--- config.mk ---
export PLATFORM = sky130hd
export DESIGN_NAME = dtf_top
export DESIGN_NICKNAME = d
export VERILOG_FILES = /design/src/shared/dtf_pkg.sv /design/src/dtf_mem.sv /design/src/dtf_osc.sv /design/src/dtf_top.sv
export VERILOG_INCLUDE_DIRS = /design/src /design/src/shared
export SDC_FILE = /design/constraint.sdc
export NUM_CORES = 1
export LEC_CHECK = 0
export BUFFER_PORTS_ARGS = -buffer_cell sky130_fd_sc_hd__buf_2
export CAP_MARGIN = 10
export CORE_MARGIN = 3
export CORE_UTILIZATION = 50
export CTS_BUF_LIST = sky130_fd_sc_hd__clkbuf_8
export DETAILED_ROUTE_END_ITERATION = 6
export GPL_TIMING_DRIVEN = 1
export PLACE_DENSITY = 0.81
export SYNTH_ARGS = -nofsm -noshare
export SYNTH_HDL_FRONTEND = slang
export SYNTH_SLANG_ARGS = --single-unit
--- constraint.sdc ---
create_clock -name ref_clk_in -period 4.66 [get_ports ref_clk_in]
set_input_delay 0.699 -clock ref_clk_in [delete_from_list [all_inputs] [get_ports ref_clk_in]]
set_output_delay 0.699 -clock ref_clk_in [all_outputs]
set_load 0.005 [all_outputs]
--- src/shared/dtf_params.svh ---
`ifndef DTF_PARAMS_SVH
`define DTF_PARAMS_SVH
// fifo geometry
`define DTF_DEPTH 5
`define DTF_PTR_W 3
`define DTF_LAST_PTR 3'h4
`define DTF_DATA_W 16
// mode register offsets and field positions
`define DTF_ADDR_INV 6'h03
`define DTF_ADDR_CTRL 6'h0D
`define DTF_ADDR_CNT_LO 6'h12
`define DTF_ADDR_CNT_HI 6'h13
`define DTF_ADDR_RUNTIME 6'h17
`define DTF_DM_DISABLE_BIT 5
`define DTF_WDBI_BIT 7
`define DTF_RDBI_BIT 6
// multi-purpose command operand decode
`define DTF_OP_W 7
`define DTF_OP_ENABLE_BIT 6
`define DTF_OP_WR_FIFO 7'h47
`define DTF_OP_RD_FIFO 7'h41
`define DTF_OP_OSC_START 7'h4B
`define DTF_OP_OSC_STOP 7'h4D
// oscillator
`define DTF_CNT_W 16
`define DTF_CNT_MAX 16'hFFFF
`define DTF_RUNTIME_W 8
`define DTF_RUNTIME_MANUAL 8'h00
`define DTF_RUNTIME_SCALE 16
`endif

--- src/shared/dtf_pkg.sv ---
package dtf_pkg;
  typedef enum logic [1:0] {
    DTF_MPC_NONE,
    DTF_MPC_WR_FIFO,
    DTF_MPC_RD_FIFO,
    DTF_MPC_OTHER
  } dtf_mpc_t;
  typedef enum logic [1:0] {
    DTF_OSC_IDLE,
    DTF_OSC_RUN,
    DTF_OSC_DONE
  } dtf_osc_state_t;
endpackage

--- src/dtf_mem.sv ---
`timescale 1ns/10ps
`include "dtf_params.svh"
module dtf_mem (
  input wire logic ref_clk_in,
  input wire logic wr_en_in,
  input wire logic [`DTF_PTR_W-1:0] wr_addr_in,
  input wire logic [`DTF_DATA_W-1:0] wr_data_in,
  input wire logic rd_en_in,
  input wire logic [`DTF_PTR_W-1:0] rd_addr_in,
  output logic [`DTF_DATA_W-1:0] rd_data_out
);
  // entries are left unreset: unwritten words read back undefined but valid
  logic [`DTF_DATA_W-1:0] mem [0:`DTF_DEPTH-1];
  always_ff @(posedge ref_clk_in) begin
    if (wr_en_in) begin
      mem[wr_addr_in] <= wr_data_in;
    end
  end
  always_ff @(posedge ref_clk_in) begin
    if (rd_en_in) begin
      rd_data_out <= mem[rd_addr_in];
    end
  end
endmodule

--- src/dtf_osc.sv ---
`timescale 1ns/10ps
`include "dtf_params.svh"
module dtf_osc (
  input wire logic ref_clk_in,
  input wire logic rstn_in,
  input wire logic start_in,
  input wire logic stop_in,
  input wire logic tick_in,
  input wire logic [`DTF_RUNTIME_W-1:0] runtime_in,
  output logic running_out,
  output logic done_out,
  output logic [`DTF_CNT_W-1:0] count_out
);
  dtf_pkg::dtf_osc_state_t state;
  logic [`DTF_CNT_W-1:0] count;
  logic [`DTF_CNT_W+`DTF_RUNTIME_W-1:0] clocks;
  logic [`DTF_CNT_W+`DTF_RUNTIME_W-1:0] limit;
  logic auto_stop;
  logic stop_now;
  assign limit = (`DTF_CNT_W+`DTF_RUNTIME_W)'(runtime_in) * (`DTF_CNT_W+`DTF_RUNTIME_W)'(`DTF_RUNTIME_SCALE);
  assign auto_stop = (runtime_in != `DTF_RUNTIME_MANUAL) && (clocks + 1'b1 >= limit);
  // stop command ignored when automatic stop selected
  assign stop_now = (state == dtf_pkg::DTF_OSC_RUN) &&
                    (auto_stop || (stop_in && runtime_in == `DTF_RUNTIME_MANUAL));
  assign running_out = (state == dtf_pkg::DTF_OSC_RUN);
  // ------------------------------------------------------------
  // state
  // ------------------------------------------------------------
  always_ff @(posedge ref_clk_in) begin
    if (!rstn_in) begin
      state <= dtf_pkg::DTF_OSC_IDLE;
    end else begin
      unique case (state)
        dtf_pkg::DTF_OSC_IDLE, dtf_pkg::DTF_OSC_DONE: begin
          if (start_in) begin
            state <= dtf_pkg::DTF_OSC_RUN;
          end else begin
            state <= dtf_pkg::DTF_OSC_IDLE;
          end
        end
        dtf_pkg::DTF_OSC_RUN: begin
          if (stop_now) begin
            state <= dtf_pkg::DTF_OSC_DONE;
          end
        end
        default: state <= dtf_pkg::DTF_OSC_IDLE;
      endcase
    end
  end
  // ------------------------------------------------------------
  // counters
  // ------------------------------------------------------------
  always_ff @(posedge ref_clk_in) begin
    if (!rstn_in) begin
      count <= 16'h0000;
      clocks <= '0;
    end else if (start_in && state != dtf_pkg::DTF_OSC_RUN) begin
      count <= 16'h0000;
      clocks <= '0;
    end else if (state == dtf_pkg::DTF_OSC_RUN) begin
      clocks <= clocks + 1'b1;
      if (tick_in && count != `DTF_CNT_MAX) begin
        count <= count + 1'b1;
      end
    end
  end
  always_ff @(posedge ref_clk_in) begin
    if (!rstn_in) begin
      done_out <= 1'b0;
      count_out <= 16'h0000;
    end else begin
      done_out <= stop_now;
      if (stop_now) begin
        count_out <= count;
      end
    end
  end
endmodule

--- src/dtf_top.sv ---
// The placing of the registers and the plain strobed port were decided locally.
`timescale 1ns/10ps
`include "dtf_params.svh"
// Notes on behaviour
// - both pointers clear on power-up, reset, power-down and self-refresh power-down entry
// - fifo write advances write pointer; fifo read advances read pointer
// - ordinary array read advances both pointers
// - fifo write accepted regardless of bank, refresh or self-refresh state
// - fifo write uses normal write latency timing
// - fifo writes accepted one at a time; a second inside the write latency drops the first's data
// - five entries held; sixth write overwrites first; unwritten data undefined
// - fifo reads handled one at a time; a second inside the read latency drops the first's burst
// - fifo read uses normal read latency timing
// - reads non-destructive; read pointer wraps after five
// - mask/inversion lanes driven when inversion or masking enabled
// - start command starts oscillator counting clock-tree traversals
// - oscillator stops on command or after programmed run time
// - count stored in low and high count registers on stop
// - latency counted from second edge of the follow-on column command
// - counter saturates at maximum; low byte and high byte registers
// - operand bit six low means no-operation
module dtf_top (
  input wire logic ref_clk_in,
  input wire logic rstn_in,
  input wire logic pd_entry_in,
  input wire logic srpd_entry_in,
  input wire logic mpc_in,
  input wire logic [`DTF_OP_W-1:0] mpc_op_in,
  input wire logic cas2_in,
  input wire logic array_read_in,
  input wire logic [7:0] write_latency_in,
  input wire logic [7:0] read_latency_in,
  input wire logic [`DTF_DATA_W-1:0] wr_data_in,
  input wire logic osc_tick_in,
  input wire logic [5:0] reg_addr_in,
  input wire logic [7:0] reg_wdata_in,
  input wire logic reg_wr_in,
  input wire logic reg_rd_in,
  output logic [7:0] reg_rdata_out,
  output logic [`DTF_DATA_W-1:0] rd_data_out,
  output logic rd_data_valid_out,
  output logic dmi_oe_out,
  output logic [`DTF_PTR_W-1:0] wr_ptr_out,
  output logic [`DTF_PTR_W-1:0] rd_ptr_out,
  output logic osc_running_out
);
  localparam logic [5:0] ADDR_CTRL = `DTF_ADDR_CTRL;
  localparam logic [5:0] ADDR_INV = `DTF_ADDR_INV;
  localparam logic [5:0] ADDR_CNT_LO = `DTF_ADDR_CNT_LO;
  localparam logic [5:0] ADDR_CNT_HI = `DTF_ADDR_CNT_HI;
  localparam logic [5:0] ADDR_RUNTIME = `DTF_ADDR_RUNTIME;
  localparam int DM_DISABLE_BIT = `DTF_DM_DISABLE_BIT;
  localparam int WDBI_BIT = `DTF_WDBI_BIT;
  localparam int RDBI_BIT = `DTF_RDBI_BIT;

  function automatic logic [`DTF_PTR_W-1:0] ptr_inc(input logic [`DTF_PTR_W-1:0] p);
    ptr_inc = (p == `DTF_LAST_PTR) ? '0 : p + 1'b1;
  endfunction

  function automatic dtf_pkg::dtf_mpc_t mpc_decode(input logic [`DTF_OP_W-1:0] op);
    if (!op[`DTF_OP_ENABLE_BIT]) begin
      mpc_decode = dtf_pkg::DTF_MPC_NONE;
    end else if (op == `DTF_OP_WR_FIFO) begin
      mpc_decode = dtf_pkg::DTF_MPC_WR_FIFO;
    end else if (op == `DTF_OP_RD_FIFO) begin
      mpc_decode = dtf_pkg::DTF_MPC_RD_FIFO;
    end else begin
      mpc_decode = dtf_pkg::DTF_MPC_OTHER;
    end
  endfunction

  // ------------------------------------------------------------
  // mode registers
  // ------------------------------------------------------------
  logic [7:0] training_control_reg;
  logic [7:0] inversion_reg;
  logic [7:0] osc_runtime_setting;
  logic [7:0] osc_count_low_reg;
  logic [7:0] osc_count_high_reg;
  logic osc_done;
  logic [`DTF_CNT_W-1:0] osc_count;

  always_ff @(posedge ref_clk_in) begin
    if (!rstn_in) begin
      training_control_reg <= 8'h00;
      inversion_reg <= 8'h00;
      osc_runtime_setting <= 8'h00;
    end else if (reg_wr_in) begin
      unique case (reg_addr_in)
        ADDR_CTRL: training_control_reg <= reg_wdata_in;
        ADDR_INV: inversion_reg <= reg_wdata_in;
        ADDR_RUNTIME: osc_runtime_setting <= reg_wdata_in;
        default: begin
        end
      endcase
    end
  end

  always_ff @(posedge ref_clk_in) begin
    if (!rstn_in) begin
      osc_count_low_reg <= 8'h00;
      osc_count_high_reg <= 8'h00;
    end else if (osc_done) begin
      osc_count_low_reg <= osc_count[7:0];
      osc_count_high_reg <= osc_count[15:8];
    end
  end

  always_ff @(posedge ref_clk_in) begin
    if (!rstn_in) begin
      reg_rdata_out <= 8'h00;
    end else if (reg_rd_in) begin
      unique case (reg_addr_in)
        ADDR_CTRL: reg_rdata_out <= training_control_reg;
        ADDR_INV: reg_rdata_out <= inversion_reg;
        ADDR_RUNTIME: reg_rdata_out <= osc_runtime_setting;
        ADDR_CNT_LO: reg_rdata_out <= osc_count_low_reg;
        ADDR_CNT_HI: reg_rdata_out <= osc_count_high_reg;
        default: reg_rdata_out <= 8'h00;
      endcase
    end else begin
      reg_rdata_out <= 8'h00;
    end
  end

  // ------------------------------------------------------------
  // command decode
  // ------------------------------------------------------------
  dtf_pkg::dtf_mpc_t pending;
  dtf_pkg::dtf_mpc_t cmd;
  logic fifo_wr_cmd;
  logic fifo_rd_cmd;
  logic osc_start;
  logic osc_stop;

  assign cmd = mpc_in ? mpc_decode(mpc_op_in) : dtf_pkg::DTF_MPC_NONE;
  assign osc_start = cmd == dtf_pkg::DTF_MPC_OTHER && mpc_op_in == `DTF_OP_OSC_START;
  assign osc_stop = cmd == dtf_pkg::DTF_MPC_OTHER && mpc_op_in == `DTF_OP_OSC_STOP;

  // fifo commands take effect on the follow-on column command
  always_ff @(posedge ref_clk_in) begin
    if (!rstn_in) begin
      pending <= dtf_pkg::DTF_MPC_NONE;
    end else if (cmd == dtf_pkg::DTF_MPC_WR_FIFO || cmd == dtf_pkg::DTF_MPC_RD_FIFO) begin
      pending <= cmd;
    end else if (cas2_in || mpc_in) begin
      pending <= dtf_pkg::DTF_MPC_NONE;
    end
  end

  // accepted in any bank, refresh or self-refresh state
  assign fifo_wr_cmd = cas2_in && pending == dtf_pkg::DTF_MPC_WR_FIFO;
  assign fifo_rd_cmd = cas2_in && pending == dtf_pkg::DTF_MPC_RD_FIFO;

  // ------------------------------------------------------------
  // pointers
  // ------------------------------------------------------------
  logic [`DTF_PTR_W-1:0] wr_ptr;
  logic [`DTF_PTR_W-1:0] rd_ptr;
  logic ptr_clear;
  assign ptr_clear = pd_entry_in || srpd_entry_in;

  always_ff @(posedge ref_clk_in) begin
    if (!rstn_in || ptr_clear) begin
      wr_ptr <= '0;
    end else if (fifo_wr_cmd || array_read_in) begin
      wr_ptr <= ptr_inc(wr_ptr);
    end
  end

  always_ff @(posedge ref_clk_in) begin
    if (!rstn_in || ptr_clear) begin
      rd_ptr <= '0;
    end else if (fifo_rd_cmd || array_read_in) begin
      rd_ptr <= ptr_inc(rd_ptr);
    end
  end
  assign wr_ptr_out = wr_ptr;
  assign rd_ptr_out = rd_ptr;

  // ------------------------------------------------------------
  // latency timing from the column command edge
  // ------------------------------------------------------------
  logic [7:0] wl_cnt;
  logic [7:0] rl_cnt;
  logic [`DTF_PTR_W-1:0] wl_addr;
  logic [`DTF_PTR_W-1:0] rl_addr;
  logic wl_busy;
  logic rl_busy;
  logic mem_wr;
  logic mem_rd;

  // one burst in flight per direction; a second command inside the latency pipe reloads it and drops the first
  always_ff @(posedge ref_clk_in) begin
    if (!rstn_in) begin
      wl_busy <= 1'b0;
      wl_cnt <= 8'h00;
      wl_addr <= '0;
    end else if (fifo_wr_cmd) begin
      wl_busy <= 1'b1;
      wl_cnt <= write_latency_in;
      wl_addr <= wr_ptr;
    end else if (wl_busy) begin
      wl_cnt <= wl_cnt - 8'h01;
      wl_busy <= wl_cnt != 8'h00;
    end
  end
  assign mem_wr = wl_busy && wl_cnt == 8'h00;

  always_ff @(posedge ref_clk_in) begin
    if (!rstn_in) begin
      rl_busy <= 1'b0;
      rl_cnt <= 8'h00;
      rl_addr <= '0;
    end else if (fifo_rd_cmd) begin
      rl_busy <= 1'b1;
      rl_cnt <= read_latency_in;
      rl_addr <= rd_ptr;
    end else if (rl_busy) begin
      rl_cnt <= rl_cnt - 8'h01;
      rl_busy <= rl_cnt != 8'h00;
    end
  end
  assign mem_rd = rl_busy && rl_cnt == 8'h00;

  always_ff @(posedge ref_clk_in) begin
    if (!rstn_in) begin
      rd_data_valid_out <= 1'b0;
      dmi_oe_out <= 1'b0;
    end else begin
      rd_data_valid_out <= mem_rd;
      dmi_oe_out <= mem_rd && (!training_control_reg[DM_DISABLE_BIT] ||
                    inversion_reg[WDBI_BIT] || inversion_reg[RDBI_BIT]);
    end
  end

  dtf_mem u_mem (
    .ref_clk_in(ref_clk_in),
    .wr_en_in(mem_wr),
    .wr_addr_in(wl_addr),
    .wr_data_in(wr_data_in),
    .rd_en_in(mem_rd),
    .rd_addr_in(rl_addr),
    .rd_data_out(rd_data_out)
  );

  dtf_osc u_osc (
    .ref_clk_in(ref_clk_in),
    .rstn_in(rstn_in),
    .start_in(osc_start),
    .stop_in(osc_stop),
    .tick_in(osc_tick_in),
    .runtime_in(osc_runtime_setting),
    .running_out(osc_running_out),
    .done_out(osc_done),
    .count_out(osc_count)
  );
endmodule
; ---- Yosys cells after proc, flatten, opt, wreduce, memory -nomap -nowiden
; Memory sizes are Yosys's and may differ from the RTL's. A register that Yosys moved wholly into a read port is not among the register bits.
; Index checks and enable logic that the tools add are counted.
[word_totals]
ff_bits = 141
ramBits = 80
in_bits = 63
out_inout_bits = 33
memories = 1
[op_classes]
n_addsub = 6
magnitude_cmp = 1
n_eq_ne = 21
muxes = 22
n_bitwise = 1
reduce_logical = 40
[mem_list]
columns = memory, depth, width, rd, rd_ports_with_merged_regs, wr, line_no
row1 = u_mem.mem, 5, 16, 1, 1, 1, dtf_mem.sv:13  ; logic [`DTF_DATA_W-1:0] mem [0:`DTF_DEPTH-1];
[op_table]
columns = cell, n
row1 = $pmux 8 s5, 1
row2 = $mux 8, 4
row3 = $eq 7x7->1 const B, 4
row4 = $add 24x1->24 const B, 1
row5 = $ge 24x12->1, 1
row6 = $logic_not 8->1, 3
row7 = $reduce_bool 8->1, 3
row8 = $eq 6x5->1 const B, 3
row9 = $add 16x1->16 const B, 1
row10 = $ne 16x16->1 const B, 1
row11 = $sub 8x1->8 const B, 2
row12 = $logic_and 1x1->1, 12
row13 = $mux 2, 6
row14 = $reduce_and 2->1, 5
row15 = $logic_or 1x1->1, 9
row16 = $eq 2x2->1 const B, 4
row17 = $mux 1, 8
row18 = $add 3x1->3 const B, 2
row19 = $eq 2x1->1 const B, 3
row20 = $eq 3x3->1 const B, 2
row21 = $eq 6x2->1 const B, 1
row22 = $eq 6x4->1 const B, 1
row23 = $mux 3, 2
row24 = $reduce_bool 2->1, 3
row25 = 6 further kinds, 9

; ---- Longest topological paths before layout
[logic_depth]
word_depth = 12
depth_mapped = 15
mapped_depth_nobuf = 13

; ---- Modules after synthesis
; From an unflattened synthesis, not the netlist that was laid out.
[unflattened]
cells_unflattened = 991
area_unflattened_um2 = 10573.9
[by_module_without_submodules]
columns = mod, instances, cells_per_inst, area_each_um2, seq_area_each_um2
row1 = dtf_top, 1, 414, 3767.4, 1641.6
row2 = dtf_mem, 1, 194, 3662.3, 2882.8
row3 = dtf_osc, 1, 383, 3144.3, 1181.1

; ---- Least setup slack after synthesis
; OpenSTA, ideal clock, no wires.
[synth_timing]
path_kind = register to register
from = register u_osc.clocks[0]
to = register u_osc.done_out
setup_time_ns = 0.115
t_arrival_ns = 2.956
t_required_ns = 4.545
setup_slack_ns = 1.589
path_stages_with_launch = 16
n_path_buf = 2
path_cell_list = dfxtp_1 ha_1 and4_4 nand4_4 nor2_1 xor2_1 ha_1 a21oi_1 nand2_1 a211oi_1 nand3_1 nor4_2 a31oi_1 buf_6 buf_12 and2_1
[synth_via]
elab_chain_len = 5
[synth_lines]
columns = item, line_no
row1 = "start, declared", dtf_osc.sv:16  ; logic [`DTF_CNT_W+`DTF_RUNTIME_W-1:0] clocks;
row2 = "start signal, assigned", dtf_osc.sv:61  ; clocks <= clocks + 1'b1;
row3 = $add 24x1->24, dtf_osc.sv:21  ; assign auto_stop = (runtime_in != `DTF_RUNTIME_MANUAL) && (clocks + 1'b1 >= limit);
row4 = $ge 24x12->1, dtf_osc.sv:21
row5 = $logic_and 1x1->1, dtf_osc.sv:21
row6 = $logic_or 1x1->1, dtf_osc.sv:24  ; (auto_stop || (stop_in && runtime_in == `DTF_RUNTIME_MANUAL));
row7 = $logic_and 1x1->1, dtf_osc.sv:23  ; assign stop_now = (state == dtf_pkg::DTF_OSC_RUN) &&
row8 = "end signal, assigned", dtf_osc.sv:72  ; done_out <= stop_now;
row9 = "end, declared", dtf_osc.sv:11  ; output logic done_out,
; No other way between the ends.
; A chain may end at the register's enable or synchronous reset.

; ---- Worst setup path in the final report
[layout_timing]
from = register u_osc.clocks[1]
to = register u_osc.done_out
; The elaborated chain is that of the path after synthesis.

==> flow_summary.json <==
{
  "vias_per_cell": 5.49,
  "hold_viol": 0,
  "grt_pass1_wl_um": 35400,
  "fin_crit_sh_pct": 71.4,
  "syn_area_mm2": 0.0101,
  "worst-endpoint-arrival_ps": 3760,
  "endpoint_kind": "register",
  "synth.distinct_cells": 59,
  "worst_pin_slew_ps": 982,
  "cts.sinks": 237,
  "coreArea_mm2": 0.0197,
  "post_cts_buffers": 0,
  "regMostFlops": "u_mem.mem",
  "worstPathMaxFanout": 18,
  "largest_register_ffs": 80,
  "max-cap-violations": 0,
  "clock_skew_ps": 22.6,
  "yosysTopAreaCell": "edfxtp_1",
  "path_buf_inv": 1,
  "fill_cells": 1663,
  "cts_hold_buffers": 0,
  "synth_edf_count": 96,
  "slew_headroom_pct": 34.5,
  "grt_overflow_total": 0,
  "setup_viol": 0,
  "reg_top3": "u_mem.mem x80, u_osc.clocks x24",
  "p_leak_nw": 4.05,
  "cts_tree": "yes",
  "power.density_mw_per_mm2": 347,
  "worst_setup_path_start_kind": "register",
  "antenna_found_initial": 0,
  "cts_resized": 0,
  "ir_drop_v": 0.000195,
  "clkTransAtPathRegs_ps": 60,
  "synth_top_area_share_pct": 28.5,
  "synth_ff_type": "dfxtp_1",
  "ys_warn_count": 0,
  "crit_type": "register to register",
  "num_io_pins": 96,
  "drt_pass1_iterations": 6,
  "finalMaxSlewViolations": 0,
  "cts_made_buffers": 39,
  "fin_nets": 1100,
  "h-tree-depth": 2,
  "wl_per_cell_um": 16.4,
  "die_w_um": 148,
  "dp_hpwl_um": 14500,
  "synthTopCellsByArea": "edfxtp_1, dfxtp_1, nand2_1",
  "period_needed_ps": 3330,
  "clockRootBuffer": "clkbuf_8",
  "crit_path_max_incr_delay_ps": 440,
  "status": "finished, final reports clean",
  "areaGrowthSynthToFinish_pct": 14.1,
  "crit_family": "simple AND/OR/NAND/NOR gates",
  "drtIter0Drc": 480,
  "initial_core_util_pct": 51.5,
  "crit_path_top_delay_cell": "dfxtp_1",
  "place.gp.congestion": 0.814,
  "avgSynthCellArea_um2": 11.0,
  "rsz0062_at_grt": "no",
  "setup-tns-final_ps": 0,
  "wirelength_um": 21600,
  "drc_errors": 0,
  "io_buffers": 95,
  "track_usage_pct": 19.8,
  "postSynthCellCount": 924,
  "hold_ws_ps": 382,
  "clock_latency_ps": 550,
  "fmax_mhz": 300,
  "crit_cells": 14,
  "fp-row-count": 51,
  "crit_top_cell": "ha_1",
  "async_flop_share_pct": 0,
  "grt_max_degree": 49,
  "via_count": 7214,
  "die_h_um": 148,
  "final_cell_mix": "dfxtp_1, nand2_1, nor2_1",
  "r2r_cells": 14,
  "drive_above_1_share_pct": 20.0,
  "antenna_cells": 0,
  "yosysSeqAreaShare_pct": 56.4,
  "synth_seq_cells": 237,
  "min_path_type": "primary input to register",
  "synthesis.nets": 1004,
  "clk_path_buf_depth": 3,
  "cp.required_ps": 5090,
  "grt_pass1_vias": 7056,
  "die-area_mm2": 0.0220,
  "worstPathCellList": "ha_1 > and4_4 > nand4_4 > nor2_1 > xor2_1 > ha_1 > a21oi_1 > nand2_1 > a211oi_1 > nand3_1 > nor4_2 > a31oi_2 > buf_4 > and2_1",
  "layout_commonest_cell": "dfxtp_1",
  "hold_path_depth": 1,
  "ant_nets": 0
}
-- path summary, 6_finish.rpt --
kind,startpoint,slack [ps],end
max,u_osc.clocks[1],1330,u_osc.done_out
min,wr_data_in[2],380,u_mem.mem[0][2]
max reg2reg,u_osc.clocks[1],1330,u_osc.done_out
min reg2reg,rl_addr[0],450,rl_addr[0]
-- per-layer routing --
| metal | vias to the layer above | track usage (%) | part of all wire [%] |
|---|---|---|---|
| met2 | 230 | 32.8 | 48 |
| met4 | 0 | 7.16 | 2.6 |
| li1 | 3503 | - | - |
| met1 | 3439 | 26.4 | 44 |
| met5 | - | 0 | 0 |
| met3 | 42 | 3.47 | 6.2 |
-- layout make-up --
type / count / area (µm²) / share of cell area [%]
Timing Repair Buffer: 102 / 528 / 4.57
Tap cell: 265 / 332 / 2.87
Multi-Input combinational cell: 616 / 4140 / 35.8
Sequential cell: 237 / 5710 / 49.4
Clock inverter: 29 / 188 / 1.63
Clock buffer: 41 / 564 / 4.89
Inverter: 24 / 90.1 / 0.780
-- kinds of logic after synthesis --
group           after synthesis  share of synthesized area (%)
compound gates              112                           7.02
xor+xnor                     56                           4.85
fa+ha+maj                    17                           2.10
buf+inv                      71                           2.93
flops                       237                           56.4
mux                          74                           9.49
simple gates                357                           17.2
-- power by group --
| part | total (W) | switching [W] | leakage [nW] | internal, W |
|---|---|---|---|---|
| Clock | 0.00176 | 0.000819 | 0.425 | 0.000937 |
| Combinational | 0.0000890 | 0.0000599 | 1.62 | 0.0000291 |
| Sequential | 0.00216 | 0.00000204 | 2.00 | 0.00215 |
| Total | 0.00400 | 0.000881 | 4.05 | 0.00312 |
-- cells in the mapped netlist (all sizes together), types with 12 or more instances --
cell    number
dfxtp      141
nand2      115
nor2        98
edfxtp      96
a21oi       48
nand3       43
mux2i       42
clkbuf      35
xnor2       31
xor2        25
inv         24
o21ai       20
ha          17
mux2        16
mux4        16
nand4       15
and2        14
nor4        13
a211oi      12
buf         12
-- stage by stage --
stage	setup WS, ps	power, W	instance area [µm²]	instances	util, %
2_1_floorplan	1590	0.00224	10100	924	-
3_3_place_gp	1410	0.00229	10800	1244	54.9
3_5_place_dp	1330	0.00229	10800	1244	54.9
4_1_cts	1310	0.00404	11500	1314	58.7
5_1_grt	954	0.00414	11500	1314	58.7
6_report	1330	0.00400	11500	1314	58.7
(Power assumes the default switching activity.)
